File: config.mk
export PLATFORM = sky130hd
export DESIGN_NAME = reconfig_controller_flat
export DESIGN_NICKNAME = d
export VERILOG_FILES = /design/src/reconfig_pkg.sv /design/src/reconfig_if.sv /design/src/reconfig_controller.sv /design/src/pulse_timer.sv /design/src/flat_wrapper.sv
export VERILOG_INCLUDE_DIRS = /design/src
export SDC_FILE = /design/constraint.sdc
export NUM_CORES = 1
export LEC_CHECK = 0
export ABC_AREA = 1
export BUFFER_PORTS_ARGS = -buffer_cell sky130_fd_sc_hd__clkbuf_2
export CORE_UTILIZATION = 50
export DETAILED_ROUTE_END_ITERATION = 12
export PLACE_DENSITY = 0.83
export SLEW_MARGIN = 30
export SYNTH_ARGS = -nofsm -noshare
export SYNTH_HDL_FRONTEND = slang
export SYNTH_SLANG_ARGS = --single-unit
File: constraint.sdc
create_clock -name mclk -period 2.7 [get_ports mclk]
set_input_delay 0.54 -clock mclk [delete_from_list [all_inputs] [get_ports mclk]]
set_output_delay 0.54 -clock mclk [all_outputs]
set_load 0.01 [all_outputs]
File: src/reconfig_defines.svh
// Timing and sizing constants for the reconfiguration host port
`ifndef RECONFIG_DEFINES_SVH
`define RECONFIG_DEFINES_SVH

`define WORD_WIDTH        16
`define ANALOG_WIDTH      8
`define IMAGE_WORDS       8
`define IMAGE_ADDR_WIDTH  3
`define OFFSET_CANCEL_CYC 16'h0040
`define ANALOG_ACCESS_CYC 8'h04
`define WORD_WRITE_CYC    8'h02
`define READ_LATENCY_RST  4'h1
`define ERROR_HOLD_CYC    2'h2

`endif

File: src/reconfig_pkg.sv
// Types used by the controller and testbench of the reconfiguration host port
`default_nettype none

package reconfig_pkg;

  // Reconfiguration mode chosen by the fabric
  typedef enum logic [1:0] {
    MODE_ANALOG  = 2'h0,
    MODE_CHANNEL = 2'h1,
    MODE_INVALID = 2'h2
  } mode_t;

  // Controller sequencer states
  typedef enum logic [2:0] {
    ST_POWERUP,
    ST_CANCEL,
    ST_IDLE,
    ST_ANALOG,
    ST_FETCH,
    ST_WRITE,
    ST_ERROR
  } ctrl_state_t;

endpackage : reconfig_pkg

`default_nettype wire

File: src/reconfig_if.sv
// Interface joining the fabric logic and the reconfiguration controller
`timescale 1ns/1ps
`default_nettype none
`include "reconfig_defines.svh"

interface reconfig_if (
  input wire logic mclk,
  input wire logic resetn
);
  logic                       writeAll;
  logic                       readReq;
  logic                       analogWrite;
  logic [`ANALOG_WIDTH-1:0]   analogIn;
  logic [`WORD_WIDTH-1:0]     imageWord;
  logic                       busy;
  logic                       dataValid;
  logic [`ANALOG_WIDTH-1:0]   analogOut;
  logic                       error;

  modport controller (
    input  mclk, resetn, writeAll, readReq, analogWrite, analogIn, imageWord,
    output busy, dataValid, analogOut, error
  );

  modport fabric (
    input  mclk, resetn, busy, dataValid, analogOut, error,
    output writeAll, readReq, analogWrite, analogIn, imageWord
  );
endinterface : reconfig_if

`default_nettype wire

File: src/reconfig_controller.sv
// Controller end of the reconfiguration host port
`timescale 1ns/1ps
`default_nettype none
`include "reconfig_defines.svh"

// Contract
// RULE_01: Write begins on one-cycle write request pulse
// RULE_02: Continuous mode: one pulse writes whole image
// RULE_03: Continuous mode uses configurable image read latency
// RULE_04: Regular mode: fabric pulses once per word
// RULE_05: Busy low first cycle, then high
// RULE_06: Busy held through offset cancellation
// RULE_07: Busy high during each analog transaction
// RULE_08: Busy high while image is written
// RULE_09: Read pulse one cycle, analog mode only
// RULE_10: Read request used only with analog ports
// RULE_11: Data valid marks valid analog read-back
// RULE_12: Data valid exists only with read ports
// RULE_13: Error output reports unsupported operation
// RULE_14: Unsupported: busy low, error two cycles
// RULE_15: Fabric waits for busy low before requesting
module reconfig_controller (
  // Link to the fabric
  reconfig_if.controller                 link,
  // Configuration straps
  input  wire logic                      continuousWrite,
  input  wire reconfig_pkg::mode_t       mode,
  input  wire logic [3:0]                readLatency,
  input  wire logic                      readPortEnable,
  input  wire logic                      errorEnable,
  // Image memory fetch
  output logic [`IMAGE_ADDR_WIDTH-1:0]   imageAddr,
  output logic                           imageFetch,
  // Channel side write strobe
  output logic                           channelWrite,
  output logic [`WORD_WIDTH-1:0]         channelData
);
  reconfig_pkg::ctrl_state_t state;
  logic [`ANALOG_WIDTH-1:0]  analogReg;
  logic [`ANALOG_WIDTH-1:0]  analogShadow;
  logic [3:0]                latencyCnt;
  logic [1:0]                errorCnt;
  logic                      readPending;
  logic                      lastWord;
  logic                      timerLoad;
  logic [15:0]               timerCount;
  logic                      timerDone;
  logic                      unsupported;

  // Read is meaningful only with analog ports present and analog mode
  function automatic logic readLegal(input reconfig_pkg::mode_t m, input logic en);
    readLegal = en && (m == reconfig_pkg::MODE_ANALOG);
  endfunction : readLegal

  // Any request that the current configuration cannot carry out
  assign unsupported = (link.readReq && !readLegal(mode, readPortEnable))  // RULE_09 RULE_10
                     || (link.writeAll && (mode == reconfig_pkg::MODE_INVALID));

  // Shared timer paces cancellation, analog access and word writes
  always_comb begin
    timerLoad  = 1'b0;
    timerCount = 16'h0000;
    unique case (state)
      reconfig_pkg::ST_POWERUP: begin
        timerLoad  = 1'b1;
        timerCount = `OFFSET_CANCEL_CYC;
      end
      reconfig_pkg::ST_IDLE: begin
        if (!unsupported && (link.writeAll || link.readReq)
            && mode == reconfig_pkg::MODE_ANALOG) begin
          timerLoad  = 1'b1;
          timerCount = {8'h00, `ANALOG_ACCESS_CYC};
        end
      end
      reconfig_pkg::ST_FETCH: begin
        if (latencyCnt == 4'h0) begin
          timerLoad  = 1'b1;
          timerCount = {8'h00, `WORD_WRITE_CYC};
        end
      end
      default: begin
        timerLoad  = 1'b0;
        timerCount = 16'h0000;
      end
    endcase
  end

  pulse_timer phaseTimer (
    .mclk   (link.mclk),
    .resetn (link.resetn),
    .load   (timerLoad),
    .count  (timerCount),
    .done   (timerDone)
  );

  // Main sequencer
  always_ff @(posedge link.mclk or negedge link.resetn) begin
    if (!link.resetn) begin
      state <= reconfig_pkg::ST_POWERUP;
    end else begin
      unique case (state)
        reconfig_pkg::ST_POWERUP: state <= reconfig_pkg::ST_CANCEL; // RULE_05
        reconfig_pkg::ST_CANCEL:
          if (timerDone) state <= reconfig_pkg::ST_IDLE;           // RULE_06
        reconfig_pkg::ST_IDLE: begin
          if (unsupported && errorEnable) begin
            state <= reconfig_pkg::ST_ERROR;                       // RULE_13
          end else if (unsupported) begin
            state <= reconfig_pkg::ST_IDLE;
          end else if (link.writeAll || link.readReq) begin       // RULE_01
            if (mode == reconfig_pkg::MODE_ANALOG) state <= reconfig_pkg::ST_ANALOG;
            else if (link.writeAll) state <= reconfig_pkg::ST_FETCH;
          end
        end
        reconfig_pkg::ST_ANALOG:
          if (timerDone) state <= reconfig_pkg::ST_IDLE;
        reconfig_pkg::ST_FETCH:
          if (latencyCnt == 4'h0) state <= reconfig_pkg::ST_WRITE;
        reconfig_pkg::ST_WRITE:
          if (timerDone) begin
            // Continuous mode keeps walking the image on its own
            if (continuousWrite && !lastWord) state <= reconfig_pkg::ST_FETCH; // RULE_02
            else state <= reconfig_pkg::ST_IDLE;                 // RULE_04
          end
        reconfig_pkg::ST_ERROR:
          if (errorCnt == 2'h1) state <= reconfig_pkg::ST_IDLE;
        default: state <= reconfig_pkg::ST_IDLE;
      endcase
    end
  end

  // Image word address; wraps after a full image so the next walk starts clean
  always_ff @(posedge link.mclk or negedge link.resetn) begin
    if (!link.resetn) begin
      imageAddr <= '0;
    end else if (state == reconfig_pkg::ST_IDLE && link.writeAll && continuousWrite
                 && !unsupported && mode == reconfig_pkg::MODE_CHANNEL) begin
      // A continuous walk always covers the whole image, whatever regular writes left
      imageAddr <= '0;                                              // RULE_02
    end else if (state == reconfig_pkg::ST_WRITE && timerDone) begin
      imageAddr <= lastWord ? '0 : imageAddr + 1'b1;
    end
  end

  assign lastWord = (imageAddr == `IMAGE_ADDR_WIDTH'(`IMAGE_WORDS - 1));

  // Image fetch latency counter, reloaded per word
  always_ff @(posedge link.mclk or negedge link.resetn) begin
    if (!link.resetn) begin
      latencyCnt <= 4'h0;
      imageFetch <= 1'b0;
    end else begin
      imageFetch <= 1'b0;
      if (state != reconfig_pkg::ST_FETCH && (
          (state == reconfig_pkg::ST_IDLE && link.writeAll && !unsupported
           && mode == reconfig_pkg::MODE_CHANNEL) ||
          (state == reconfig_pkg::ST_WRITE && timerDone && continuousWrite && !lastWord))) begin
        // Configured latency applies only in continuous mode; regular fetches use READ_LATENCY_RST
        latencyCnt <= continuousWrite ? readLatency : `READ_LATENCY_RST; // RULE_03
        imageFetch <= 1'b1;
      end else if (state == reconfig_pkg::ST_FETCH && latencyCnt != 4'h0) begin
        latencyCnt <= latencyCnt - 4'h1;
      end
    end
  end

  // Channel write strobe and data, registered
  always_ff @(posedge link.mclk or negedge link.resetn) begin
    if (!link.resetn) begin
      channelWrite <= 1'b0;
      channelData  <= '0;
    end else begin
      channelWrite <= (state == reconfig_pkg::ST_FETCH) && (latencyCnt == 4'h0);
      if (state == reconfig_pkg::ST_FETCH && latencyCnt == 4'h0) begin
        channelData <= link.imageWord;
      end
    end
  end

  // Analog setting store and read-back
  always_ff @(posedge link.mclk or negedge link.resetn) begin
    if (!link.resetn) begin
      analogReg    <= '0;
      analogShadow <= '0;
      readPending  <= 1'b0;
    end else begin
      if (state == reconfig_pkg::ST_IDLE && link.writeAll && link.analogWrite
          && !unsupported && mode == reconfig_pkg::MODE_ANALOG) begin
        analogShadow <= link.analogIn;
      end
      if (state == reconfig_pkg::ST_IDLE && link.readReq && !unsupported) begin
        readPending <= 1'b1;
      end else if (state == reconfig_pkg::ST_ANALOG && timerDone) begin
        readPending <= 1'b0;
        analogReg   <= analogShadow;
      end
    end
  end

  // Busy follows the sequencer; low in power-up cycle and during error
  always_ff @(posedge link.mclk or negedge link.resetn) begin
    if (!link.resetn) begin
      link.busy <= 1'b0;
    end else begin
      unique case (state)
        reconfig_pkg::ST_POWERUP: link.busy <= 1'b1;             // RULE_05
        reconfig_pkg::ST_CANCEL:  link.busy <= !timerDone;        // RULE_06
        reconfig_pkg::ST_IDLE:
          link.busy <= !unsupported && (link.writeAll || link.readReq)
                       && mode != reconfig_pkg::MODE_INVALID;     // RULE_07 RULE_08
        reconfig_pkg::ST_ANALOG:  link.busy <= !timerDone;        // RULE_07
        reconfig_pkg::ST_FETCH:   link.busy <= 1'b1;              // RULE_08
        reconfig_pkg::ST_WRITE:
          link.busy <= !timerDone || (continuousWrite && !lastWord); // RULE_08
        reconfig_pkg::ST_ERROR:   link.busy <= 1'b0;              // RULE_14
        default:                  link.busy <= 1'b0;
      endcase
    end
  end

  // Error held exactly two cycles; data valid one cycle after a read
  always_ff @(posedge link.mclk or negedge link.resetn) begin
    if (!link.resetn) begin
      errorCnt       <= 2'h0;
      link.error     <= 1'b0;
      link.dataValid <= 1'b0;
      link.analogOut <= '0;
    end else begin
      if (state == reconfig_pkg::ST_IDLE && unsupported && errorEnable) begin
        errorCnt   <= `ERROR_HOLD_CYC;                            // RULE_14
        link.error <= 1'b1;                                       // RULE_13
      end else if (errorCnt != 2'h0) begin
        errorCnt   <= errorCnt - 2'h1;
        link.error <= (errorCnt != 2'h1);
      end else begin
        link.error <= 1'b0;
      end
      // Valid only when a read port exists; value latched with the flag
      link.dataValid <= readPortEnable && readPending
                        && state == reconfig_pkg::ST_ANALOG && timerDone; // RULE_11 RULE_12
      if (state == reconfig_pkg::ST_ANALOG && timerDone && readPending) begin
        link.analogOut <= analogShadow;                           // RULE_11
      end
    end
  end

  // Analog register drives the transceiver; kept for visibility only here
  logic unusedAnalog;
  assign unusedAnalog = ^analogReg;
endmodule : reconfig_controller

`default_nettype wire

File: src/pulse_timer.sv
// Loadable down-counter that reports when a timed phase has run out
`timescale 1ns/1ps
`default_nettype none

module pulse_timer (
  // Clock and reset
  input  wire logic        mclk,
  input  wire logic        resetn,
  // Control
  input  wire logic        load,
  input  wire logic [15:0] count,
  // Status
  output logic             done
);
  logic [15:0] remain;

  // Count down from the loaded value; done flags the last cycle
  always_ff @(posedge mclk or negedge resetn) begin
    if (!resetn) begin
      remain <= 16'h0000;
    end else if (load) begin
      remain <= count;
    end else if (remain != 16'h0000) begin
      remain <= remain - 16'h0001;
    end
  end

  assign done = (remain == 16'h0001) && !load;
endmodule : pulse_timer

`default_nettype wire

File: src/flat_wrapper.sv
// flat-port wrapper written by rule: the top's interface ports become plain ports
module reconfig_controller_flat 
  (continuousWrite, mode, readLatency, readPortEnable, errorEnable, imageAddr, imageFetch, channelWrite, channelData, mclk, resetn, link_writeAll, link_readReq, link_analogWrite, link_analogIn, link_imageWord, link_busy, link_dataValid, link_analogOut, link_error);
  reconfig_if link_i (.mclk(mclk), .resetn(resetn));
  input  wire logic continuousWrite;
  input  wire reconfig_pkg::mode_t mode;
  input  wire logic [3:0] readLatency;
  input  wire logic readPortEnable;
  input  wire logic errorEnable;
  output logic [`IMAGE_ADDR_WIDTH-1:0] imageAddr;
  output logic imageFetch;
  output logic channelWrite;
  output logic [`WORD_WIDTH-1:0] channelData;
  input wire logic mclk;
  input wire logic resetn;
  input wire logic [$bits(link_i.writeAll)-1:0] link_writeAll;
  input wire logic [$bits(link_i.readReq)-1:0] link_readReq;
  input wire logic [$bits(link_i.analogWrite)-1:0] link_analogWrite;
  input wire logic [$bits(link_i.analogIn)-1:0] link_analogIn;
  input wire logic [$bits(link_i.imageWord)-1:0] link_imageWord;
  output wire logic [$bits(link_i.busy)-1:0] link_busy;
  output wire logic [$bits(link_i.dataValid)-1:0] link_dataValid;
  output wire logic [$bits(link_i.analogOut)-1:0] link_analogOut;
  output wire logic [$bits(link_i.error)-1:0] link_error;
  assign link_i.writeAll = link_writeAll;
  assign link_i.readReq = link_readReq;
  assign link_i.analogWrite = link_analogWrite;
  assign link_i.analogIn = link_analogIn;
  assign link_i.imageWord = link_imageWord;
  assign link_busy = link_i.busy;
  assign link_dataValid = link_i.dataValid;
  assign link_analogOut = link_i.analogOut;
  assign link_error = link_i.error;
  reconfig_controller u_core (.link(link_i), .continuousWrite(continuousWrite), .mode(mode), .readLatency(readLatency), .readPortEnable(readPortEnable), .errorEnable(errorEnable), .imageAddr(imageAddr), .imageFetch(imageFetch), .channelWrite(channelWrite), .channelData(channelData));
endmodule
==> results.ini <==
[global_routing]
met2_routing_resource_usage_after_global_routing = 0.3999
grt_first_pass_wirelength_mm = 12.34
first_global_vias = 2880
grt_use_met1 = 0.2500
number_of_antenna_violations_at_the_first_check_in_global_routing = 0
track_usage = 0.2211
grt_busiest_layer = met2
grt_start_max_net_pins = 67
global_route.overflow_total = 0
grtUsageMet3 = 0.03561

[placed_design]
place.port_buffers = 69
detailed_place_hpwl_mm = 5.232
gp_routability_congestion = 0.8557
placedCellCount = 542

[power_and_ir_drop]
power_density_mw_per_mm2 = 989.8
swShare = 0.4266
comb_power_share = 0.409
power_frac_clock = 0.199
p_switching_w = 0.001680
seq_power_share = 0.392
leakage_nw = 2.198
worst_vdd_drop_mv = 0.4668
power_report.internal_total_w = 0.002258

[timing]
fin_crit_ns = 2.105
timing_hold_violations_final = 0
rsz0062_at_grt = false
skew_ns = 0.01352
totalNegativeSetupSlack_ns = 0
timing.fmax_mhz = 475.2
timing_max_transition_violations_final = 0
tightest_slew_ns = 0.4732
worst_slew_margin_rel = 0.6835
final-setup-viol-count = 0
finalCritPeriodShare = 0.7795

[floorplanning]
design.core.area_sq_mm = 0.006386
die_width_um = 83.79
effective_utilization_at_floorplan = 0.5237
die_height_um = 83.79
placementRows = 29
boundary_pin_count = 70
overall_die_area_sq_mm = 0.007020

[detailed_routing]
final_wirelength_mm = 7.071
post_drt_via_cell_ratio = 5.152
drt_iter0_markers = 59
drt_pre_antenna_iters = 5
routed-via-count = 2875
post_route_drc_violation_count = 0
detail_routed_net_length_per_standard_cell_um = 12.67
drtAntennaViolNets = 0

[layout]
finish.net_count = 522
drive_gt1_frac = 0.2703
area_growth_syn_to_layout_pct = 18.97
stdcell_count = 558
antenna_diode_count = 0

[clock_tree]
clk_pin_slew_worst_paths_ns = 0.08
post_cts.repair.setup_buffers = 0
post_cts_resize_count = 0
cts_tree = built
clock_sinks = 66
cts_hold_bufs = 0
tritoncts.num_buffers = 9
insertion_delay_of_the_later_clocked_pin_in_the_worst_skew_pair_ns = 0.35
htreeDepth = 3
clock_path_buffers = 2
buffer_type_at_the_clock_tree_root = clkbuf_8

[logic_synthesis]
synth.lib_cells_used.distinct = 36
postSynthRegisterBits = 66
synth_most_common_cell = nand2_1
post_synth_inst_count = 398
syn_area_sq_mm = 0.003344
syn-num-nets = 444
yosysSeqAreaShare = 0.4938
ys_top_cells_by_area = dfrtp_1 (49%), nand2_1 (14%), nand3_1 (5.1%)
syn_area_per_cell_sq_um = 8.403
synth_flop_cell = dfrtp_1
synth_top_cell_by_area = dfrtp_1
synthArstFlopShare = 1.000
synthDominantCellAreaShare = 0.4938
synth-edff-count = 0
yosys_warning_total = 0
top_cells_by_instance_count_after_synthesis = nand2_1 (121), dfrtp_1 (66), nand3_1 (34), inv_1 (32), nor2_1 (31)

[worst_setup_path]
cp.required_ns = 2.99
worst-endpoint-arrival_ns = 2.40
setup.worst_path.start_class = flop
sort_of_element_at_the_end_of_the_critical_path = flop
crit_fanout = 18
reg2reg_slack_ns = 0.60
timing.setup.critical_path_class = reg2reg

[min_path]
worstHoldPathType = in2async

[run]
max_cap_violations = 0

[outcome]
status = finished, final reports clean

[per-layer routing]
metal / routed length (um) / vias to the layer above
li1: - / 1422
met1: 3014 / 1384
met2: 3686 / 52
met3: 193 / 17
met4: 177 / 0
met5: 0 / -
[state kept, by name, summed over array words and instances (netlist names)]
name and count:
u_core.link.dataValid 1, u_core.link.busy 1, u_core.phaseTimer.remain 16, u_core.channelWrite 1
u_core.latencyCnt 4, u_core.errorCnt 2, u_core.readPending 1, u_core.link.analogOut 8
u_core.state 3, u_core.imageFetch 1, u_core.analogShadow 8, u_core.channelData 16
u_core.link.error 1, u_core.imageAddr 3
[power groups by stage]
stage          combinational, W  sequential (W)  clock [W]
2_1_floorplan           0.00117         0.00155          0
6_report                0.00161         0.00154   0.000785
5_1_grt                 0.00182         0.00158   0.000842
4_1_cts                 0.00162         0.00154   0.000798
3_3_place_gp            0.00155         0.00155          0
3_5_place_dp            0.00161         0.00156          0
[final cells by class]
type                    count  area, sq um
fillers                   542         2407
flip-flops and latches     66         1652
multi-input cells         278         1483
repair buffers             71        372.9
inverters                  50        190.2
clock buffers               9        123.9
well taps                  77        96.34
clock inverters             7        61.31
[worst max-delay path, cell delays in order, from the launching register on]
cell     delay (ns)
dfrtp_1        0.39
inv_1          0.12
ha_1           0.15
nor3b_1        0.37
nand2_4        0.22
nand2_2        0.13
inv_4          0.05
nand2_2        0.21
inv_2          0.12
nand3_1        0.13
nand3_1        0.09
nand2_1        0.07
[placed cells by master, fill, tap and decap left out, types with 2 or more instances in the layout]
master and n:
clkinvlp_4 2, nand3_1 34, ha_1 8, nand3_4 2, mux2_1 8, nand2_1 121
nand4_2 2, inv_1 32, nand2_4 2, nor2_4 3, clkbuf_8 9, xnor2_1 3
inv_2 16, nor2_2 6, nor3_1 9, clkbuf_2 69, o21ai_0 7, a21oi_1 6
dfrtp_1 66, nor2_1 31, o21ai_1 3, inv_6 2, nand2_2 7, nand4_1 9
clkinv_4 2, xor2_1 8
[per-stage QoR]
| step | hold WS, ns | instance area [sq um] | setup slack [ns] | power [W] | util |
|---|---|---|---|---|---|
| floorplan | 0.2444 | 3344 | 0.8790 | 0.002721 | - |
| global placement | 0.4523 | 3794 | 0.6439 | 0.003097 | 0.5940 |
| detailed placement | 0.4585 | 3794 | 0.5937 | 0.003166 | 0.5940 |
| CTS | 0.2043 | 3979 | 0.5821 | 0.003963 | 0.6230 |
| global route | 0.2340 | 3979 | 0.4276 | 0.004248 | 0.6230 |
| finish | 0.1965 | 3979 | 0.5955 | 0.003938 | 0.6230 |
[logic make-up after synthesis]
kind of cell / synth area share
compound gates: 0.02806
xor+xnor: 0.02881
fa+ha+maj: 0.02993
buf+inv: 0.06285
flops: 0.4938
mux: 0.02694
simple gates: 0.3296
[worst paths after layout]
kind,from,endpoint,cells past startpoint
min in group mclk,link_imageWord[0],u_core.channelData[0]$_DFFE_PN0P_,3
max,u_core.latencyCnt[0]$_DFFE_PN0P_,u_core.imageAddr[1]$_DFFE_PN0P_,11
min reg2reg,u_core.link.analogOut[1]$_DFFE_PN0P_,u_core.link.analogOut[1]$_DFFE_PN0P_,2
max in group asynchronous,resetn,u_core.latencyCnt[2]$_DFFE_PN0P_,2
max reg2reg,u_core.latencyCnt[0]$_DFFE_PN0P_,u_core.imageAddr[1]$_DFFE_PN0P_,11
min,resetn,u_core.channelData[10]$_DFFE_PN0P_,2
(Power assumes the default switching activity.)
